--- src/design/link_pkg.sv ---
/*
  Shared constants, types and helpers for the chained serial frame link.
  Assumes both ends and the bench compile this package first.
*/
package link_pkg;
  localparam int DATA_BITS = 16;
  localparam int WORD_BITS = 17;
  localparam int GROUP_BITS = 51;
  localparam int END_RUN = 18;
  localparam int DELAY_BITS = 69;
  localparam int REPLY_TAIL = 33;
  localparam int MAX_DEVICES = 32;
  localparam int ADDR_W = 5;
  localparam int CMD_MSB = 15;
  localparam int CMD_LSB = 8;
  localparam int ARG_W = 6;
  localparam int SYNC_CNT_W = 12;
  localparam int FIFO_DEPTH = 4;
  localparam int CLK_PERIOD_NS = 8;
  localparam int LINK_PERIOD_NS = 80;
  localparam int LINK_HALF_CYCLES = LINK_PERIOD_NS / (2 * CLK_PERIOD_NS);
  // pin sync reset: link clock low, serial data idle high, indications low
  localparam logic [6:0] PIN_SYNC_RST = 7'h20;
  localparam logic SERIAL_IDLE = 1'b1;
  localparam logic [7:0] CMD_WRITE_BCAST = 8'h01;
  localparam logic [7:0] CMD_WRITE_DEV = 8'h02;
  localparam logic [7:0] CMD_CHAIN_INDEX = 8'h03;
  localparam logic [7:0] CMD_FRAME_SYNC = 8'h04;
  localparam logic [7:0] CMD_SOFT_RESET = 8'h05;
  localparam logic [7:0] CMD_MATRIX_PS = 8'h06;
  localparam logic [7:0] CMD_STBY_EN = 8'h07;
  localparam logic [7:0] CMD_STBY_CLR = 8'h08;
  localparam logic [7:0] CMD_READ = 8'h09;

  typedef enum logic [1:0] {RX_IDLE, RX_HEADER, RX_PAYLOAD, RX_SKIP} rx_state_t;
  typedef enum logic [2:0] {
    MODE_INIT, MODE_NORMAL, MODE_POWER_SAVE, MODE_REF_SHORT, MODE_THERMAL
  } mode_t;
  typedef enum logic [1:0] {TX_IDLE, TX_SHIFT, TX_END} tx_state_t;

  function automatic logic [16:0] with_check(input logic [15:0] w);
    return {w, ~w[0]};
  endfunction
endpackage

--- src/design/chained_frame_link.sv ---
/*
  The three wires between the controller and a chained device.
  Assumes the bench joins one controller end to one device end.
*/
`timescale 1ns/1ns
interface chained_frame_link;
  logic link_clk;
  logic serial_in;
  logic serial_out_line;
  modport controller(output link_clk, output serial_in, input serial_out_line);
  modport device(input link_clk, input serial_in, output serial_out_line);
endinterface

--- src/design/frame_port_device.sv ---
/*
  Device end of the chained frame link: receive, consume, forward, reply,
  plus the device mode controller.
  Assumes clk is far faster than the link clock, which it samples as a pin.
*/
// Operation
// - idle keeps clock running, data held high
// - high-to-low fall after idle starts frame
// - header is 16-bit command plus check bit
// - payload groups are three 17-bit words
// - check bit is inverse of bit sixteen
// - eighteen high bits end the frame
// - start may directly follow end pattern
// - driver holds data stable at rising edges
// - up to 32 devices, addresses 0 to 31
// - adopt header index, forward it incremented
// - broadcast write copies payload to every device
// - per-device write keeps last 51 bits
// - words MSB first, blue then green then red
// - frame sync delayed by count minus address
// - controller sends frame sync once, first device
// - soft reset restores function registers only
// - matrix power save on zero data, sync
// - standby enable enters, standby clear leaves
// - zero next frame enters power save
// - reference short off below/above hysteresis
// - thermal shutdown with hysteresis
// - undervoltage forces initialization, clears everything
// - read inserts own 48 bits before end
`timescale 1ns/1ns
module frame_port_device (
  input wire logic clk,
  input wire logic resetn,
  chained_frame_link.device link,
  input wire logic [47:0] rd_data,
  input wire logic undervoltage_lockout,
  input wire logic ref_short_entry,
  input wire logic ref_short_exit,
  input wire logic thermal_off_entry,
  input wire logic thermal_off_exit,
  output logic [15:0] word_data,
  output logic word_valid,
  output logic word_pixel,
  output logic [4:0] dev_addr,
  output logic frame_sync,
  output logic soft_reset,
  output logic frame_error,
  output logic channels_on,
  output link_pkg::mode_t mode
);
  localparam int LC = 6;
  localparam int DI = 5;
  localparam int UV = 4;
  localparam int RSE = 3;
  localparam int RSX = 2;
  localparam int TSE = 1;
  localparam int TSX = 0;
  localparam int DL = link_pkg::DELAY_BITS;
  localparam int ER = link_pkg::END_RUN;
  localparam int TL = link_pkg::REPLY_TAIL;
  localparam int SW = link_pkg::SYNC_CNT_W;

  logic [6:0] raw, s1, s2, s3, lvl, next_lvl;
  logic rise, din_b, uv;
  assign raw = {link.link_clk, link.serial_in, undervoltage_lockout, ref_short_entry,
                ref_short_exit, thermal_off_entry, thermal_off_exit};
  // a change counts only once stages two and three agree
  assign next_lvl = (s2 & s3) | (lvl & (s2 ^ s3));
  assign uv = lvl[UV];

  always_ff @(posedge clk or negedge resetn) begin
    if (!resetn) begin
      s1 <= link_pkg::PIN_SYNC_RST;
      s2 <= link_pkg::PIN_SYNC_RST;
      s3 <= link_pkg::PIN_SYNC_RST;
      lvl <= link_pkg::PIN_SYNC_RST;
      rise <= 1'b0;
      din_b <= link_pkg::SERIAL_IDLE;
    end else begin
      s1 <= raw;
      s2 <= s1;
      s3 <= s2;
      lvl <= next_lvl;
      rise <= next_lvl[LC] & ~lvl[LC];
      din_b <= next_lvl[DI];
    end
  end

  link_pkg::rx_state_t state;
  logic [4:0] cnt, ones_run;
  logic [15:0] sr;
  logic [7:0] cmd, hcmd;
  logic [16:0] word;
  logic word_done, chk_ok, end_seen, hdr_done, bad;
  assign word = {sr, din_b};
  assign hcmd = sr[link_pkg::CMD_MSB:link_pkg::CMD_LSB];
  assign word_done = rise && cnt == 5'(link_pkg::WORD_BITS - 1)
                     && (state == link_pkg::RX_HEADER || state == link_pkg::RX_PAYLOAD);
  assign chk_ok = din_b == ~sr[0];
  // a word of all ones is the end pattern arriving, not a bad word
  assign bad = !chk_ok && !(&word);
  assign end_seen = rise && din_b && ones_run == 5'(ER - 1)
                    && state != link_pkg::RX_IDLE;
  assign hdr_done = word_done && state == link_pkg::RX_HEADER && chk_ok;

  always_ff @(posedge clk or negedge resetn) begin
    if (!resetn) begin
      ones_run <= '0;
    end else if (uv) begin
      ones_run <= '0;
    end else if (rise) begin
      if (!din_b) begin
        ones_run <= '0;
      end else if (cnt == 5'(link_pkg::WORD_BITS - 1) && ones_run == '0) begin
        // a high check bit follows a low bit, so it never opens an end run
        ones_run <= '0;
      end else if (ones_run != 5'(ER)) begin
        ones_run <= ones_run + 5'd1;
      end
    end
  end

  always_ff @(posedge clk or negedge resetn) begin
    if (!resetn) begin
      state <= link_pkg::RX_IDLE;
      cnt <= '0;
      sr <= '0;
      cmd <= '0;
      frame_error <= 1'b0;
    end else if (uv) begin
      state <= link_pkg::RX_IDLE;
      cnt <= '0;
      sr <= '0;
      cmd <= '0;
      frame_error <= 1'b0;
    end else begin
      frame_error <= word_done && (state == link_pkg::RX_HEADER ? !chk_ok : bad);
      if (rise) begin
        sr <= {sr[14:0], din_b};
        cnt <= (cnt == 5'(link_pkg::WORD_BITS - 1)) ? '0 : cnt + 5'd1;
        case (state)
          link_pkg::RX_IDLE: begin
            cnt <= '0;
            if (!din_b) begin
              state <= link_pkg::RX_HEADER;
            end
          end
          link_pkg::RX_HEADER: begin
            if (word_done) begin
              state <= chk_ok ? link_pkg::RX_PAYLOAD : link_pkg::RX_SKIP;
              cmd <= hcmd;
            end
          end
          link_pkg::RX_PAYLOAD: begin
            if (word_done && bad) begin
              state <= link_pkg::RX_SKIP;
            end
          end
          link_pkg::RX_SKIP: begin
          end
          default: state <= link_pkg::RX_IDLE;
        endcase
        if (end_seen) begin
          state <= link_pkg::RX_IDLE;
        end
      end
    end
  end

  // forwarding delay line: a group plus an end pattern behind the input
  logic [DL-1:0] dl, next_dl;
  logic [TL-1:0] ins;
  logic [5:0] ins_cnt;
  logic [50:0] reply;
  logic [15:0] idx_word;
  logic dev_end, rd_end;
  assign reply = {link_pkg::with_check(rd_data[47:32]), link_pkg::with_check(rd_data[31:16]),
                  link_pkg::with_check(rd_data[15:0])};
  assign idx_word = {sr[15:link_pkg::ADDR_W], sr[link_pkg::ADDR_W-1:0] + 5'd1};
  assign dev_end = end_seen && cmd == link_pkg::CMD_WRITE_DEV;
  assign rd_end = end_seen && cmd == link_pkg::CMD_READ;

  always_comb begin
    next_dl = {dl[DL-2:0], (ins_cnt != '0) ? ins[TL-1] : din_b};
    if (hdr_done && hcmd == link_pkg::CMD_CHAIN_INDEX) begin
      next_dl[16:0] = link_pkg::with_check(idx_word);
    end
    if (dev_end) begin
      next_dl[DL-1:ER] = '1;
    end
    if (rd_end) begin
      next_dl[ER-1:0] = reply[50:TL];
    end
  end

  always_ff @(posedge clk or negedge resetn) begin
    if (!resetn) begin
      dl <= '1;
      ins <= '0;
      ins_cnt <= '0;
      link.serial_out_line <= link_pkg::SERIAL_IDLE;
    end else if (uv) begin
      dl <= '1;
      ins <= '0;
      ins_cnt <= '0;
      link.serial_out_line <= link_pkg::SERIAL_IDLE;
    end else if (rise) begin
      dl <= next_dl;
      link.serial_out_line <= dl[DL-1];
      if (rd_end) begin
        ins <= reply[TL-1:0];
        ins_cnt <= 6'(TL);
      end else if (ins_cnt != '0) begin
        ins <= {ins[TL-2:0], 1'b1};
        ins_cnt <= ins_cnt - 6'd1;
      end
    end
  end

  // received words to the user side; groups leave as three beats
  logic [47:0] pend;
  logic [1:0] pend_n;
  always_ff @(posedge clk or negedge resetn) begin
    if (!resetn) begin
      pend <= '0;
      pend_n <= '0;
      word_data <= '0;
      word_valid <= 1'b0;
      word_pixel <= 1'b0;
    end else if (uv) begin
      pend <= '0;
      pend_n <= '0;
      word_data <= '0;
      word_valid <= 1'b0;
      word_pixel <= 1'b0;
    end else begin
      word_valid <= pend_n != '0;
      word_data <= pend[47:32];
      if (dev_end) begin
        pend <= {dl[67:52], dl[50:35], dl[33:18]};
        pend_n <= 2'd3;
        word_pixel <= 1'b1;
      end else if (word_done && state == link_pkg::RX_PAYLOAD && chk_ok && !(&word)
                   && cmd == link_pkg::CMD_WRITE_BCAST) begin
        pend <= {sr, 32'h0};
        pend_n <= 2'd1;
        word_pixel <= 1'b0;
      end else if (pend_n != '0) begin
        pend <= {pend[31:0], 16'h0};
        pend_n <= pend_n - 2'd1;
      end
    end
  end

  // frame sync: a device waits count minus its own address delay lines, so earlier devices wait longer
  logic [SW-1:0] sync_cnt;
  always_ff @(posedge clk or negedge resetn) begin
    if (!resetn) begin
      sync_cnt <= '0;
      frame_sync <= 1'b0;
    end else if (uv) begin
      sync_cnt <= '0;
      frame_sync <= 1'b0;
    end else begin
      frame_sync <= 1'b0;
      if (hdr_done && hcmd == link_pkg::CMD_FRAME_SYNC) begin
        sync_cnt <= SW'((int'(sr[link_pkg::ARG_W-1:0]) - int'(dev_addr))
                        * DL);
      end else if (rise && sync_cnt != '0) begin
        sync_cnt <= sync_cnt - 1'b1;
        frame_sync <= sync_cnt == SW'(1);
      end
    end
  end

  logic stby, mps_armed, data_zero, auto_ps, matrix_ps, pix_nonzero;
  assign pix_nonzero = dev_end && |{dl[67:52], dl[50:35], dl[33:18]};
  always_ff @(posedge clk or negedge resetn) begin
    if (!resetn) begin
      dev_addr <= '0;
      stby <= 1'b0;
      mps_armed <= 1'b0;
      data_zero <= 1'b1;
      auto_ps <= 1'b0;
      matrix_ps <= 1'b0;
      soft_reset <= 1'b0;
    end else if (uv) begin
      dev_addr <= '0;
      stby <= 1'b0;
      mps_armed <= 1'b0;
      data_zero <= 1'b1;
      auto_ps <= 1'b0;
      matrix_ps <= 1'b0;
      soft_reset <= 1'b0;
    end else begin
      soft_reset <= hdr_done && hcmd == link_pkg::CMD_SOFT_RESET;
      if (hdr_done && hcmd == link_pkg::CMD_CHAIN_INDEX) begin
        dev_addr <= sr[link_pkg::ADDR_W-1:0];
      end
      if (hdr_done && hcmd == link_pkg::CMD_STBY_EN) begin
        stby <= 1'b1;
      end
      if (hdr_done && hcmd == link_pkg::CMD_STBY_CLR) begin
        stby <= 1'b0;
      end
      if (frame_sync) begin
        auto_ps <= data_zero;
        matrix_ps <= data_zero && mps_armed;
        mps_armed <= 1'b0;
        data_zero <= 1'b1;
      end
      // a command landing on the sync edge still arms the next frame
      if (hdr_done && hcmd == link_pkg::CMD_MATRIX_PS) begin
        mps_armed <= 1'b1;
      end
      if (pix_nonzero) begin
        auto_ps <= 1'b0;
        matrix_ps <= 1'b0;
        data_zero <= 1'b0;
      end
      // pixel memory is elsewhere; the chain address survives too
      if (hdr_done && hcmd == link_pkg::CMD_SOFT_RESET) begin
        stby <= 1'b0;
        mps_armed <= 1'b0;
        auto_ps <= 1'b0;
        matrix_ps <= 1'b0;
        data_zero <= 1'b1;
      end
    end
  end

  logic ref_short, thermal;
  always_ff @(posedge clk or negedge resetn) begin
    if (!resetn) begin
      ref_short <= 1'b0;
      thermal <= 1'b0;
      mode <= link_pkg::MODE_INIT;
      channels_on <= 1'b0;
    end else if (uv) begin
      ref_short <= 1'b0;
      thermal <= 1'b0;
      mode <= link_pkg::MODE_INIT;
      channels_on <= 1'b0;
    end else begin
      if (lvl[RSE]) begin
        ref_short <= 1'b1;
      end else if (lvl[RSX]) begin
        ref_short <= 1'b0;
      end
      if (lvl[TSE]) begin
        thermal <= 1'b1;
      end else if (lvl[TSX]) begin
        thermal <= 1'b0;
      end
      channels_on <= !(thermal || ref_short || auto_ps || matrix_ps || stby);
      if (thermal) begin
        mode <= link_pkg::MODE_THERMAL;
      end else if (ref_short) begin
        mode <= link_pkg::MODE_REF_SHORT;
      end else if (auto_ps || matrix_ps || stby) begin
        mode <= link_pkg::MODE_POWER_SAVE;
      end else begin
        mode <= link_pkg::MODE_NORMAL;
      end
    end
  end
endmodule

--- src/flat_wrapper.sv ---
// flat-port wrapper written by rule: the top's interface ports become plain ports
module frame_port_device_flat 
  (clk, resetn, rd_data, undervoltage_lockout, ref_short_entry, ref_short_exit, thermal_off_entry, thermal_off_exit, word_data, word_valid, word_pixel, dev_addr, frame_sync, soft_reset, frame_error, channels_on, mode, link_link_clk, link_serial_in, link_serial_out_line);
  chained_frame_link link_i ();
  input wire logic clk;
  input wire logic resetn;
  input wire logic [47:0] rd_data;
  input wire logic undervoltage_lockout;
  input wire logic ref_short_entry;
  input wire logic ref_short_exit;
  input wire logic thermal_off_entry;
  input wire logic thermal_off_exit;
  output logic [15:0] word_data;
  output logic word_valid;
  output logic word_pixel;
  output logic [4:0] dev_addr;
  output logic frame_sync;
  output logic soft_reset;
  output logic frame_error;
  output logic channels_on;
  output link_pkg::mode_t mode;
  input wire logic [$bits(link_i.link_clk)-1:0] link_link_clk;
  input wire logic [$bits(link_i.serial_in)-1:0] link_serial_in;
  output wire logic [$bits(link_i.serial_out_line)-1:0] link_serial_out_line;
  assign link_i.link_clk = link_link_clk;
  assign link_i.serial_in = link_serial_in;
  assign link_serial_out_line = link_i.serial_out_line;
  frame_port_device u_core (.clk(clk), .resetn(resetn), .link(link_i), .rd_data(rd_data), .undervoltage_lockout(undervoltage_lockout), .ref_short_entry(ref_short_entry), .ref_short_exit(ref_short_exit), .thermal_off_entry(thermal_off_entry), .thermal_off_exit(thermal_off_exit), .word_data(word_data), .word_valid(word_valid), .word_pixel(word_pixel), .dev_addr(dev_addr), .frame_sync(frame_sync), .soft_reset(soft_reset), .frame_error(frame_error), .channels_on(channels_on), .mode(mode));
endmodule
--- config.mk ---
export PLATFORM = sky130hd
export DESIGN_NAME = frame_port_device_flat
export DESIGN_NICKNAME = d
export VERILOG_FILES = /design/src/design/link_pkg.sv /design/src/design/chained_frame_link.sv /design/src/design/frame_port_device.sv /design/src/flat_wrapper.sv
export SDC_FILE = /design/constraint.sdc
export NUM_CORES = 1
export LEC_CHECK = 0
export ABC_AREA = 1
export BUFFER_PORTS_ARGS = -buffer_cell sky130_fd_sc_hd__buf_2
export CAP_MARGIN = 40
export CORE_ASPECT_RATIO = 0.8
export CORE_UTILIZATION = 50
export CTS_BUF_LIST = sky130_fd_sc_hd__clkbuf_16
export DETAILED_ROUTE_END_ITERATION = 8
export GPL_TIMING_DRIVEN = 0
export PLACE_DENSITY = 0.72
export SYNTH_ARGS = -nofsm -noshare
export SYNTH_HDL_FRONTEND = slang
export SYNTH_SLANG_ARGS = --single-unit
export TNS_END_PERCENT = 1
--- constraint.sdc ---
create_clock -name clk -period 4.5 [get_ports clk]
set_clock_uncertainty 0.2 [all_clocks]
set_input_delay 0.9 -clock clk [delete_from_list [all_inputs] [get_ports clk]]
set_output_delay 0.9 -clock clk [all_outputs]
set_load 0.05 [all_outputs]
Word-level counts from Yosys, hierarchy flattened
Cells that the tools add are included.
Widths: inputs -> output; s select.
{ "word_totals": {"ff_bits": 274, "input_bits": 57, "out_inout_bits": 31, "wordCells": 229} }
{ "classes": {"addsub": 7, "mul": 1, "n_eq_ne": 20, "muxes": 94, "bitwise_logic": 11, "n_reduce_logical": 62} }
{ "op_table": {"columns": ["cell", "count"], "rows": [
  ["$mux 48", 4],
  ["$mux 69", 2],
  ["$mux 33", 4],
  ["$mux 5", 11],
  ["$mux 51", 1],
  ["$mux 16", 3],
  ["$reduce_or 48->1", 1],
  ["$mux 1", 41],
  ["$mux 12", 3],
  ["$eq 8x3->1 const B", 4],
  ["$mul 32x8->12 const B", 1],
  ["$mux 8", 4],
  ["$logic_and 1x1->1", 26],
  ["$mux 6", 4],
  ["$mux 2", 11],
  ["$mux 18", 1],
  ["$mux 17", 1],
  ["$reduce_and 17->1", 1],
  ["$eq 8x2->1 const B", 2],
  ["$eq 8x4->1 const B", 2],
  ["$reduce_bool 4->1", 4],
  ["$add 5x1->5 const B", 3],
  ["$reduce_bool 3->1", 5],
  ["$and 7x7->7", 2],
  ["other kinds (30)", 54]
]} }

Depth between registers and ports, before layout
Gate-level depths: netlist of the first run.
{ "logic_depth": {"word_depth": 10, "mapped_depth": 21, "depth_no_buf": 21} }

Least setup slack after synthesis of the first run
Ideal clock, no wire load.
{ "synth_timing": {"path_type": "register -> register", "from": "reg u_core.dev_addr[0]", "to": "reg u_core.sync_cnt[10]", "setup_time_ns": 0.126, "t_arrival_ns": 4.056, "required_ns": 4.174, "path_slack_ns": 0.118, "stages_incl_launch_ff": 20, "path_buffers": 0, "period_less_slack_ns": 4.382, "cell_sequence": "dfrtp_1 -> ha_1 -> inv_1 -> fa_1 -> nand3_1 -> and2_1 -> inv_1 -> a211oi_1 -> ha_1 -> fa_1 -> fa_1 -> ha_1 -> inv_1 -> o21ai_0 -> nand2_1 -> nand3_1 -> xnor2_1 -> nand2_1 -> nand3_1 -> o21ai_0"} }
{ "synth_via": {"elab_chain_len": 4} }
{ "synth_rtl": {"columns": ["element", "line", "text"], "rows": [
  ["start, declared", "frame_port_device.sv:44", "output logic [4:0] dev_addr,"],
  ["start signal, assigned", "frame_port_device.sv:298", "dev_addr <= sr[link_pkg::ADDR_W-1:0];"],
  ["$sub 6x5->7", "frame_port_device.sv:267", "sync_cnt <= SW'((int'(sr[link_pkg::ARG_W-1:0]) - int'(dev_addr))"],
  ["$mul 32x8->12", "frame_port_device.sv:268", "* DL);"],
  ["$mux 12", "frame_port_device.sv:266", "if (hdr_done && hcmd == link_pkg::CMD_FRAME_SYNC) begin"],
  ["$mux 12", "frame_port_device.sv:261", "end else if (uv) begin"],
  ["end signal, assigned", "frame_port_device.sv:267", null],
  ["end signal, assigned", "frame_port_device.sv:270", "sync_cnt <= sync_cnt - 1'b1;"],
  ["end, declared", "frame_port_device.sv:256", "logic [SW-1:0] sync_cnt;"]
]} }
Every way passes these cells.
A chain may end at the register's enable or synchronous reset.

Final worst setup path of the first run
{ "layout_timing": {"from": "reg u_core.sr[0]", "to": "reg u_core.sync_cnt[10]"} }
{ "layout_via": {"elab_chain_len": 6, "word_cells_on_any_way": 9, "classes_between": "add/sub (1); mul (1); eq/ne (1); mux (2); bitwise (1); reduce/logical (3)"} }
{ "layout_rtl": {"columns": ["element", "line", "text"], "rows": [
  ["start, declared", "frame_port_device.sv:91", "logic [15:0] sr;"],
  ["start signal, assigned", "frame_port_device.sv:139", "sr <= {sr[14:0], din_b};"],
  ["branches (longest 6 deep; another with $mul 32x8->12)", null, null]
]} }
Parallel ways; which one is timed is not known.

==> results of run 1 <==
[area by class of cell]
type | count | area, um^2 | area share (%)
timing repair buffer | 97 | 558.0 | 3.577
tap | 357 | 446.7 | 2.864
clock inverter | 23 | 214.0 | 1.372
buffer | 74 | 362.8 | 2.326
inverter | 199 | 749.5 | 4.805
clock buffer | 27 | 675.6 | 4.331
multi-input combinational | 1050 | 5667 | 36.33
sequential | 273 | 6925 | 44.40
[Yosys cell counts, types with 2 or more instances]
master / count
buf_1: 3
o21ai_1: 26
nand3_2: 3
nand4_1: 32
inv_1: 189
a21o_1: 7
a21oi_1: 25
nand2_2: 4
nand3b_1: 3
o22ai_1: 6
nand2_1: 389
nor4_1: 2
a31oi_1: 7
xor2_1: 21
or2_2: 2
nand3_4: 2
ha_1: 54
inv_2: 9
nor2_1: 154
xnor2_1: 10
o31ai_1: 33
dfstp_2: 75
nor2_2: 5
o21ai_0: 85
clkbuf_1: 29
fa_1: 3
buf_2: 35
dfrtp_1: 198
buf_6: 4
a32oi_1: 50
buf_4: 3
nand3_1: 97
nor2_4: 2
nor3_1: 16
[sequential cells by signal, summed over array words and instances, names as in the netlist, 2 cells and up]
signal            cells
u_core.dev_addr       5
u_core.ins           33
u_core.word_data     16
u_core.mode           3
u_core.s2             7
u_core.lvl            7
u_core.pend_n         2
u_core.ones_run       5
u_core.dl            69
u_core.sync_cnt      12
u_core.pend          48
u_core.s3             7
u_core.s1             7
u_core.ins_cnt        6
u_core.cnt            5
u_core.cmd            8
u_core.sr            16
u_core.state          2
[logic make-up (layout without fill, tap and decap cells)]
logic type                 Yosys count  after routing  synth area share, %
DFF                                273            273                50.63
and+or+nand+nor                    717            717                22.41
buffers and inverters              273            420                8.131
xor gates and xnor gates            31             31                1.985
AOI/OAI and AO/OA                  245            245                11.47
adders and majority gates           57             57                5.378
[per-layer routing]
layer | global-route usage [%] | vias to the layer above
li1 | - | 5474
met1 | 36.05 | 5397
met2 | 37.01 | 397
met3 | 3.893 | 58
met4 | 6.352 | 0
met5 | 0 | -
[power breakdown]
group	switching, mW	internal (mW)	total, mW
clock network	0.970	1.32	2.29
logic	0.620	0.277	0.897
registers	0.0688	2.55	2.62
total	1.66	4.15	5.81
[stage by stage]
step / hold slack, ns / TNS, ns / cell area, um^2
6_report: 0.08711 / 0 / 15600
4_1_cts: 0.1140 / 0 / 15540
3_3_place_gp: 0.1323 / -576.53 / 14560
5_1_grt: 0.1461 / -0.02616 / 15600
2_1_floorplan: 0.1312 / 0 / 13680
3_5_place_dp: 0.1347 / -0.6024 / 14640
[worst min path at each step]
stage	start	to	slack, ns
2_1_floorplan	u_core.s1[0]	u_core.s2[0]	0.13
3_3_place_gp	u_core.s1[2]	u_core.s2[2]	0.13
3_5_place_dp	u_core.s1[0]	u_core.s2[0]	0.13
4_1_cts	resetn	u_core.lvl[1]	0.11
5_1_grt	resetn	u_core.s3[1]	0.15
6_report	resetn	u_core.lvl[1]	0.09
[what timing repair did]
item,in CTS,in global routing
gates resized for setup,2,3
setup buffers,0,6
setup endpoints to repair,4,4
pin swaps,0,2
==> summary.txt, run 1 <==
Outcome
  • Outcome: completed

Global routing
  • Via count of the first global-routing pass: 10928
  • Antenna violations before repair: 0
  • Pin count of the biggest net entering global routing: 122
  • Global-route wire length before repair: 54970 um
  • GRT Resource Usage Total: 24.31%
  • Sum of overflow across all layers after global routing: 0

Routing
  • DRT iter0 DRCs: 883
  • Routed wire length on met2: 14240 um
  • Antenna Nets Post-Route: 0
  • Metal1 wirelength: 15940 um
  • Number of design rule violations left after detail routing: 0
  • WL met3: 2304 um
  • DR pass1 iterations: 5
  • Post-DR vias/cell: 5.393
  • Via total after detailed routing: 11326
  • Highest routed metal layer: met4
  • Sum of routed wire length over all layers: 33220 um
  • DR WL/cell: 15.82 um

Clocking
  • Cts bufs inserted: 27
  • Clock sink total: 273
  • Clk root buf: clkbuf_16
  • CTS tree: done
  • Number of buffers on the longest clock path: 3
  • Clock latency on the worst-skew pair: 0.54 ns
  • H-tree lvl count: 1
  • Clock transition at the registers of the reported paths: 0.07 ns
  • Hold bufs inserted after CTS: 0

Synth
  • Synth cell types: 47
  • Number of warnings reported in the yosys synthesis log: 0
  • Post-synthesis sequential area ratio: 50.63%
  • EDFF count, synth: 0
  • Portion of synthesized cell area occupied by the leading cell type: 36.22%
  • Mean cell area of the mapped netlist: 8.571 um^2
  • Biggest area contributors in the synthesized netlist: dfrtp_1 36%, dfstp_2 14%, nand2_1 11%, inv_1 5.2%, ha_1 4.9%
  • Area of the mapped netlist: 13680 um^2
  • Register bit count reported by yosys: 273
  • Post-synthesis cell type with the largest combined area: dfrtp_1
  • Post-synthesis cell count: 1596
  • Synthesized net count: 1710
  • Dominant register cell in the synthesized netlist: dfrtp_1
  • Async set-or-reset flop fraction in the synthesized netlist: 100.0%

Setup path
  • Arrival time reported for the critical path endpoint: 4.52 ns
  • Reg2reg setup slack: 0.20 ns
  • Setup crit end kind: flop
  • Launch point of the worst reg-to-reg path: u_core.sr[0]
  • Worst reg2reg path endpoint: u_core.sync_cnt[10]
  • Type of the setup path with the least slack: reg -> reg
  • Depth of the worst register-to-register path: 20
  • Crit path cell chain: inv_2 -> ha_1 -> inv_1 -> fa_1 -> nand3_1 -> and2_1 -> inv_1 -> a211oi_4 -> ha_1 -> fa_1 -> fa_1 -> ha_4 -> inv_1 -> o21ai_1 -> nand2_1 -> nand3_1 -> xnor2_1 -> nand2_1 -> nand3_1 -> o21ai_0
  • Timing endpoint of the critical path: u_core.sync_cnt[10]
  • Buffers & Inverters on Critical Path: 4
  • Kind of cell adding the most delay to the critical path: adder cells
  • Largest fanout on the critical path: 5
  • Critical-path top delay cell: fa_1
  • Kind of start point of the critical path: flop
  • Critical path depth in cells: 20
  • First element of the critical path: u_core.sr[0]
  • Data required time at the worst endpoint: 4.72 ns
  • Crit path largest cell delay: 0.56 ns

Hold path
  • Worst Hold Class: in -> async

Cells and area
  • Number of nets in the final layout: 1836
  • Layout overhead on the synthesized area: 14.03%
  • Most frequent standard cell in the layout excluding fill and tap cells: nand2_1
  • Commonest cells after routing, fill and taps aside: 389 x nand2_1, 198 x dfrtp_1, 192 x inv_1
  • Share of the core filled with cells in the final layout: 58.66%
  • Ratio of cells with drive above 1 in the final layout: 16.75%
  • Filler cells: 2384
  • Post-layout instance count excluding filler cells: 2100
  • Antenna cells: 0

Floorplanning
  • Count of standard-cell rows: 53
  • Die Width: 186.9 um
  • Initial Util: 51.44%
  • # IOs: 88
  • Die Footprint: 28030 um^2
  • Die Ht: 149.9 um
  • Core region area: 26590 um^2

Power and ir drop
  • Power consumption: 5.809 mW
  • VDD IR-drop max: 0.2887 mV
  • Cell Pwr Density: 372.4 nW/um^2
  • P_leak: 8.105 nW

Placement
  • Post-Place Setup Slack: -0.2204 ns
  • Placer's final routability congestion estimate: 0.9374
  • Number of buffers inserted by port buffering: 87
  • Post-DP HPWL: 24320 um
  • Placed Instances: 2044

STA
  • Final hold viol count: 0
  • Maximum achievable frequency: 0.2324 GHz
  • Final period demand of the worst path: 4.303 ns
  • Tightest Pin Transition: 0.7157 ns
  • Tightest slew margin relative to the limit: 52.29%
  • Endpoints failing setup: 0
  • Ratio of final minimum period to clock period: 95.62%
  • Slew Viols, Final: 0
  • Unrepaired setup endpoints after global routing: yes
  • Setup slack of the critical path after layout: 0.1972 ns

Run
  • Max cap viols: 0
No activity file was read; power rests on OpenSTA's default activity.
==> run 2, diff against run 1 <==
--- a/config.mk
+++ b/config.mk
@@ -5,15 +5,17 @@
 export SDC_FILE = /design/constraint.sdc
 export NUM_CORES = 1
 export LEC_CHECK = 0
-export ABC_AREA = 1
 export BUFFER_PORTS_ARGS = -buffer_cell sky130_fd_sc_hd__buf_2
 export CAP_MARGIN = 40
+export CELL_PAD_IN_SITES_DETAIL_PLACEMENT = 1
+export CELL_PAD_IN_SITES_GLOBAL_PLACEMENT = 1
 export CORE_ASPECT_RATIO = 0.8
-export CORE_UTILIZATION = 50
+export CORE_UTILIZATION = 49
 export CTS_BUF_LIST = sky130_fd_sc_hd__clkbuf_16
 export DETAILED_ROUTE_END_ITERATION = 8
 export GPL_TIMING_DRIVEN = 0
-export PLACE_DENSITY = 0.72
+export HOLD_SLACK_MARGIN = 0.12
+export PLACE_DENSITY = 0.84
 export SYNTH_ARGS = -nofsm -noshare
 export SYNTH_HDL_FRONTEND = slang
 export SYNTH_SLANG_ARGS = --single-unit
==> run 2 against run 1 <==
Compared with the run above: total power decreased by 11%; utilization down 0.80 points; die area down 1.3%; clock-buffer cell count grew 2; wire length up 13%; sequential power down 2%; global-route usage is 3.0 points higher; sequential share of layout area up 0.98 points; register-to-register slack worse by 0.12 ns; non-clock buffer count up 20; first-iteration DRC count is 25% lower; combinational power is 47% lower; critical endpoint is now u_core.sync_cnt[11]; highest routed layer unchanged.
==> summary.txt, run 2 <==
Outcome
  • Outcome: completed (unchanged)

STA
  • Tightest slew margin relative to the limit: 36.74% (was 52.29%)
  • Maximum achievable frequency: 0.2259 GHz (was 0.2324 GHz)
  • Slew Viols, Final: 0 (unchanged)
  • Final period demand of the worst path: 4.428 ns (was 4.303 ns)
  • Ratio of final minimum period to clock period: 98.39% (was 95.62%)
  • Endpoints failing setup: 0 (unchanged)
  • Unrepaired setup endpoints after global routing: yes (unchanged)
  • Final Hold Slack: 0.1548 ns (was 0.08711 ns)
  • Tightest Pin Transition: 0.9402 ns (was 0.7157 ns)
  • Final hold viol count: 0 (unchanged)

Synth
  • Number of warnings reported in the yosys synthesis log: 0 (unchanged)
  • Post-synthesis cell type with the largest combined area: dfrtp_1 (unchanged)
  • Mean cell area of the mapped netlist: 10.76 um^2 (was 8.571 um^2)
  • Portion of synthesized cell area occupied by the leading cell type: 37.45% (was 36.22%)
  • Post-synthesis sequential area ratio: 52.35% (was 50.63%)
  • Post-synthesis cell count: 1230 (was 1596)
  • Async set-or-reset flop fraction in the synthesized netlist: 100.0% (unchanged)
  • EDFF count, synth: 0 (unchanged)
  • Most frequent cells after synthesis: 198 x dfrtp_1, 119 x nor2_1, 113 x nand2_1 (was 389 x nand2_1, 198 x dfrtp_1, 189 x inv_1)
  • Dominant register cell in the synthesized netlist: dfrtp_1 (unchanged)
  • Synth cell types: 67 (was 47)
  • Synthesized net count: 1344 (was 1710)
  • Area of the mapped netlist: 13230 um^2 (was 13680 um^2)
  • Register bit count reported by yosys: 273 (unchanged)
  • Biggest area contributors in the synthesized netlist: dfrtp_1 37%, dfstp_2 15%, mux2i_1 7.1%, ha_1 5.1%, o22a_1 3.4% (was dfrtp_1 36%, dfstp_2 14%, nand2_1 11%, inv_1 5.2%, ha_1 4.9%)
  • Top-count cell post-synth: dfrtp_1 (was nand2_1)

Floorplanning
  • Die Width: 185.7 um (was 186.9 um)
  • Count of standard-cell rows: 53 (unchanged)
  • Die Ht: 149.0 um (was 149.9 um)
  • # IOs: 88 (unchanged)
  • Initial Util: 50.12% (was 51.44%)
  • Die Footprint: 27660 um^2 (was 28030 um^2)
  • Core region area: 26390 um^2 (was 26590 um^2)

Clocking
  • Number of buffers on the longest clock path: 3 (unchanged)
  • Cts bufs inserted: 28 (was 27)
  • Clock sink total: 273 (unchanged)
  • H-tree lvl count: 1 (unchanged)
  • CTS tree: done (unchanged)
  • Clk root buf: clkbuf_16 (unchanged)
  • Hold bufs inserted after CTS: 0 (unchanged)
  • Clock latency on the worst-skew pair: 0.55 ns (was 0.54 ns)
  • Clock transition at the registers of the reported paths: 0.06 ns (was 0.07 ns)

Routing
  • Antenna Nets Post-Route: 0 (unchanged)
  • DR pass1 iterations: 4 (was 5)
  • DR WL/cell: 21.53 um (was 15.82 um)
  • DRT iter0 DRCs: 660 (was 883)
  • Via total after detailed routing: 10308 (was 11326)
  • Number of design rule violations left after detail routing: 0 (unchanged)
  • Post-DR vias/cell: 5.917 (was 5.393)
  • Sum of routed wire length over all layers: 37510 um (was 33220 um)

Placement
  • Placed Instances: 1676 (was 2044)
  • Number of buffers inserted by port buffering: 87 (unchanged)
  • Post-DP HPWL: 26010 um (was 24320 um)
  • Placer's final routability congestion estimate: 0.8989 (was 0.9374)

Global routing
  • Pin count of the biggest net entering global routing: 98 (was 122)
  • Via count of the first global-routing pass: 10548 (was 10928)
  • GRT Resource Usage Total: 27.26% (was 24.31%)
  • Global-route wire length before repair: 58920 um (was 54970 um)
  • Antenna violations before repair: 0 (unchanged)
  • Sum of overflow across all layers after global routing: 0 (unchanged)

Cells and area
  • Number of nets in the final layout: 1477 (was 1836)
  • Post-layout instance count excluding filler cells: 1742 (was 2100)
  • Commonest cells after routing, fill and taps aside: 195 x dfrtp_1, 119 x nor2_1, 113 x nand2_1 (was 389 x nand2_1, 198 x dfrtp_1, 192 x inv_1)
  • Flip-flop count of the largest register after layout: 69 (unchanged)
  • Biggest regs: u_core.dl x69, u_core.pend x48, u_core.ins x33 (unchanged)
  • Most frequent standard cell in the layout excluding fill and tap cells: dfrtp_1 (was nand2_1)
  • Ratio of cells with drive above 1 in the final layout: 21.16% (was 16.75%)
  • Filler cells: 2926 (was 2384)
  • Largest register by flop count: u_core.dl (unchanged)
  • Antenna cells: 0 (unchanged)
  • Layout overhead on the synthesized area: 15.43% (was 14.03%)

Power and ir drop
  • Switching power share of the total: 25.81% (was 28.57%)
  • Combinational share of power: 9.1% (was 15.4%)
  • Clock network fraction of total power: 41.1% (was 39.5%)
  • Total net switching power: 1.330 mW (was 1.659 mW)
  • VDD IR-drop max: 0.2797 mV (was 0.2887 mV)
  • Cell Pwr Density: 337.5 nW/um^2 (was 372.4 nW/um^2)
  • Power consumption: 5.154 mW (was 5.809 mW)
  • Internal power consumption: 3.824 mW (was 4.149 mW)
  • Sequential share of power: 49.7% (was 45.1%)
  • P_leak: 6.868 nW (was 8.105 nW)

Setup path
  • Type of the setup path with the least slack: reg -> reg (unchanged)
  • Largest fanout on the critical path: 8 (was 5)
  • Data required time at the worst endpoint: 4.71 ns (was 4.72 ns)
  • Kind of start point of the critical path: flop (unchanged)
  • Setup crit end kind: flop (unchanged)
  • Arrival time reported for the critical path endpoint: 4.64 ns (was 4.52 ns)

Run
  • Max cap viols: 0 (unchanged)

Hold path
  • Worst Hold Class: reg -> reg (was in -> async)
run 2: power by group through the flow:
| stage | Combinational [mW] | Clock (mW) | Sequential, mW |
|---|---|---|---|
| after floorplan | 0.233 | 0 | 2.61 |
| after global placement | 0.425 | 0 | 2.60 |
| after detailed placement | 0.446 | 0 | 2.60 |
| after CTS | 0.459 | 2.16 | 2.56 |
| after global routing | 0.517 | 2.25 | 2.57 |
| final | 0.471 | 2.12 | 2.56 |
run 2: cell type report:
cell class	instances	area, um^2	area share [%]
Buffer	88	439.2	2.876
Tap cell	357	446.7	2.925
Clock inverter	23	101.3	0.6637
Sequential cell	273	6929	45.38
Timing Repair Buffer	103	613.1	4.015
Clock buffer	29	725.7	4.753
Multi-Input combinational cell	842	5911	38.71
Inverter	27	103.9	0.6801
run 2: through the flow:
step | TNS [ns] | utilization, % | setup slack [ns] | area, um^2
6_report | 0 | 57.86 | 0.07240 | 15270
3_3_place_gp | -593.12 | 53.49 | -3.171 | 14120
2_1_floorplan | 0 | - | 0.06531 | 13240
4_1_cts | 0 | 57.32 | 0.0005125 | 15130
3_5_place_dp | -1.594 | 53.74 | -0.5138 | 14180
5_1_grt | -0.1333 | 57.86 | -0.06279 | 15270
run 2: logic make-up after synthesis:
logic type / share of synthesized area (%)
simple gates: 13.92
compound gates: 15.16
flops: 52.35
buf+inv: 4.039
mux: 7.112
fa+ha+maj: 5.561
xor+xnor: 1.854
run 2: per-layer routing:
metal	GRT usage [%]	vias up	part of all wire, %
li1	-	4681	-
met1	40.37	5282	47
met2	42.57	295	46
met3	4.590	50	5.9
met4	4.467	0	1.4
met5	0	-	0
run 2: path summary, 6_finish.rpt:
kind / endpoint / from / cells after the start / slack [ns]
setup reg to reg: u_core.sync_cnt[11] / u_core.sr[0] / 19 / 0.07
hold reg to reg: u_core.s2[4] / u_core.s1[4] / 0 / 0.15
min in group asynchronous: u_core.pend[13] / resetn / 1 / 0.16
max in group asynchronous: u_core.dev_addr[1] / resetn / 2 / 3.02
setup / recovery: u_core.sync_cnt[11] / u_core.sr[0] / 19 / 0.07
hold / removal: u_core.s2[4] / u_core.s1[4] / 0 / 0.15
run 2: what timing repair did:
| item | CTS | global route |
|---|---|---|
| resized for setup | 13 | 14 |
| endpoints found under the setup margin | 5 | 5 |
| hold endpoints to repair | 0 | 0 |
| buffers inserted | 4 | 9 |
| pin swaps | 11 | 17 |
run 2: worst max-delay path, cell delays in order, from the launching register on:
cell,delay (ns)
dfrtp_1,0.40
buf_6,0.15
inv_4,0.06
ha_4,0.11
inv_2,0.04
fa_2,0.39
a21o_1,0.21
a21oi_2,0.18
nor2b_2,0.08
nor3_4,0.21
ha_4,0.25
fa_2,0.56
ha_4,0.21
ha_4,0.23
a31o_4,0.25
a21o_1,0.16
a21o_1,0.17
a31oi_1,0.20
xnor2_1,0.15
a21oi_1,0.08
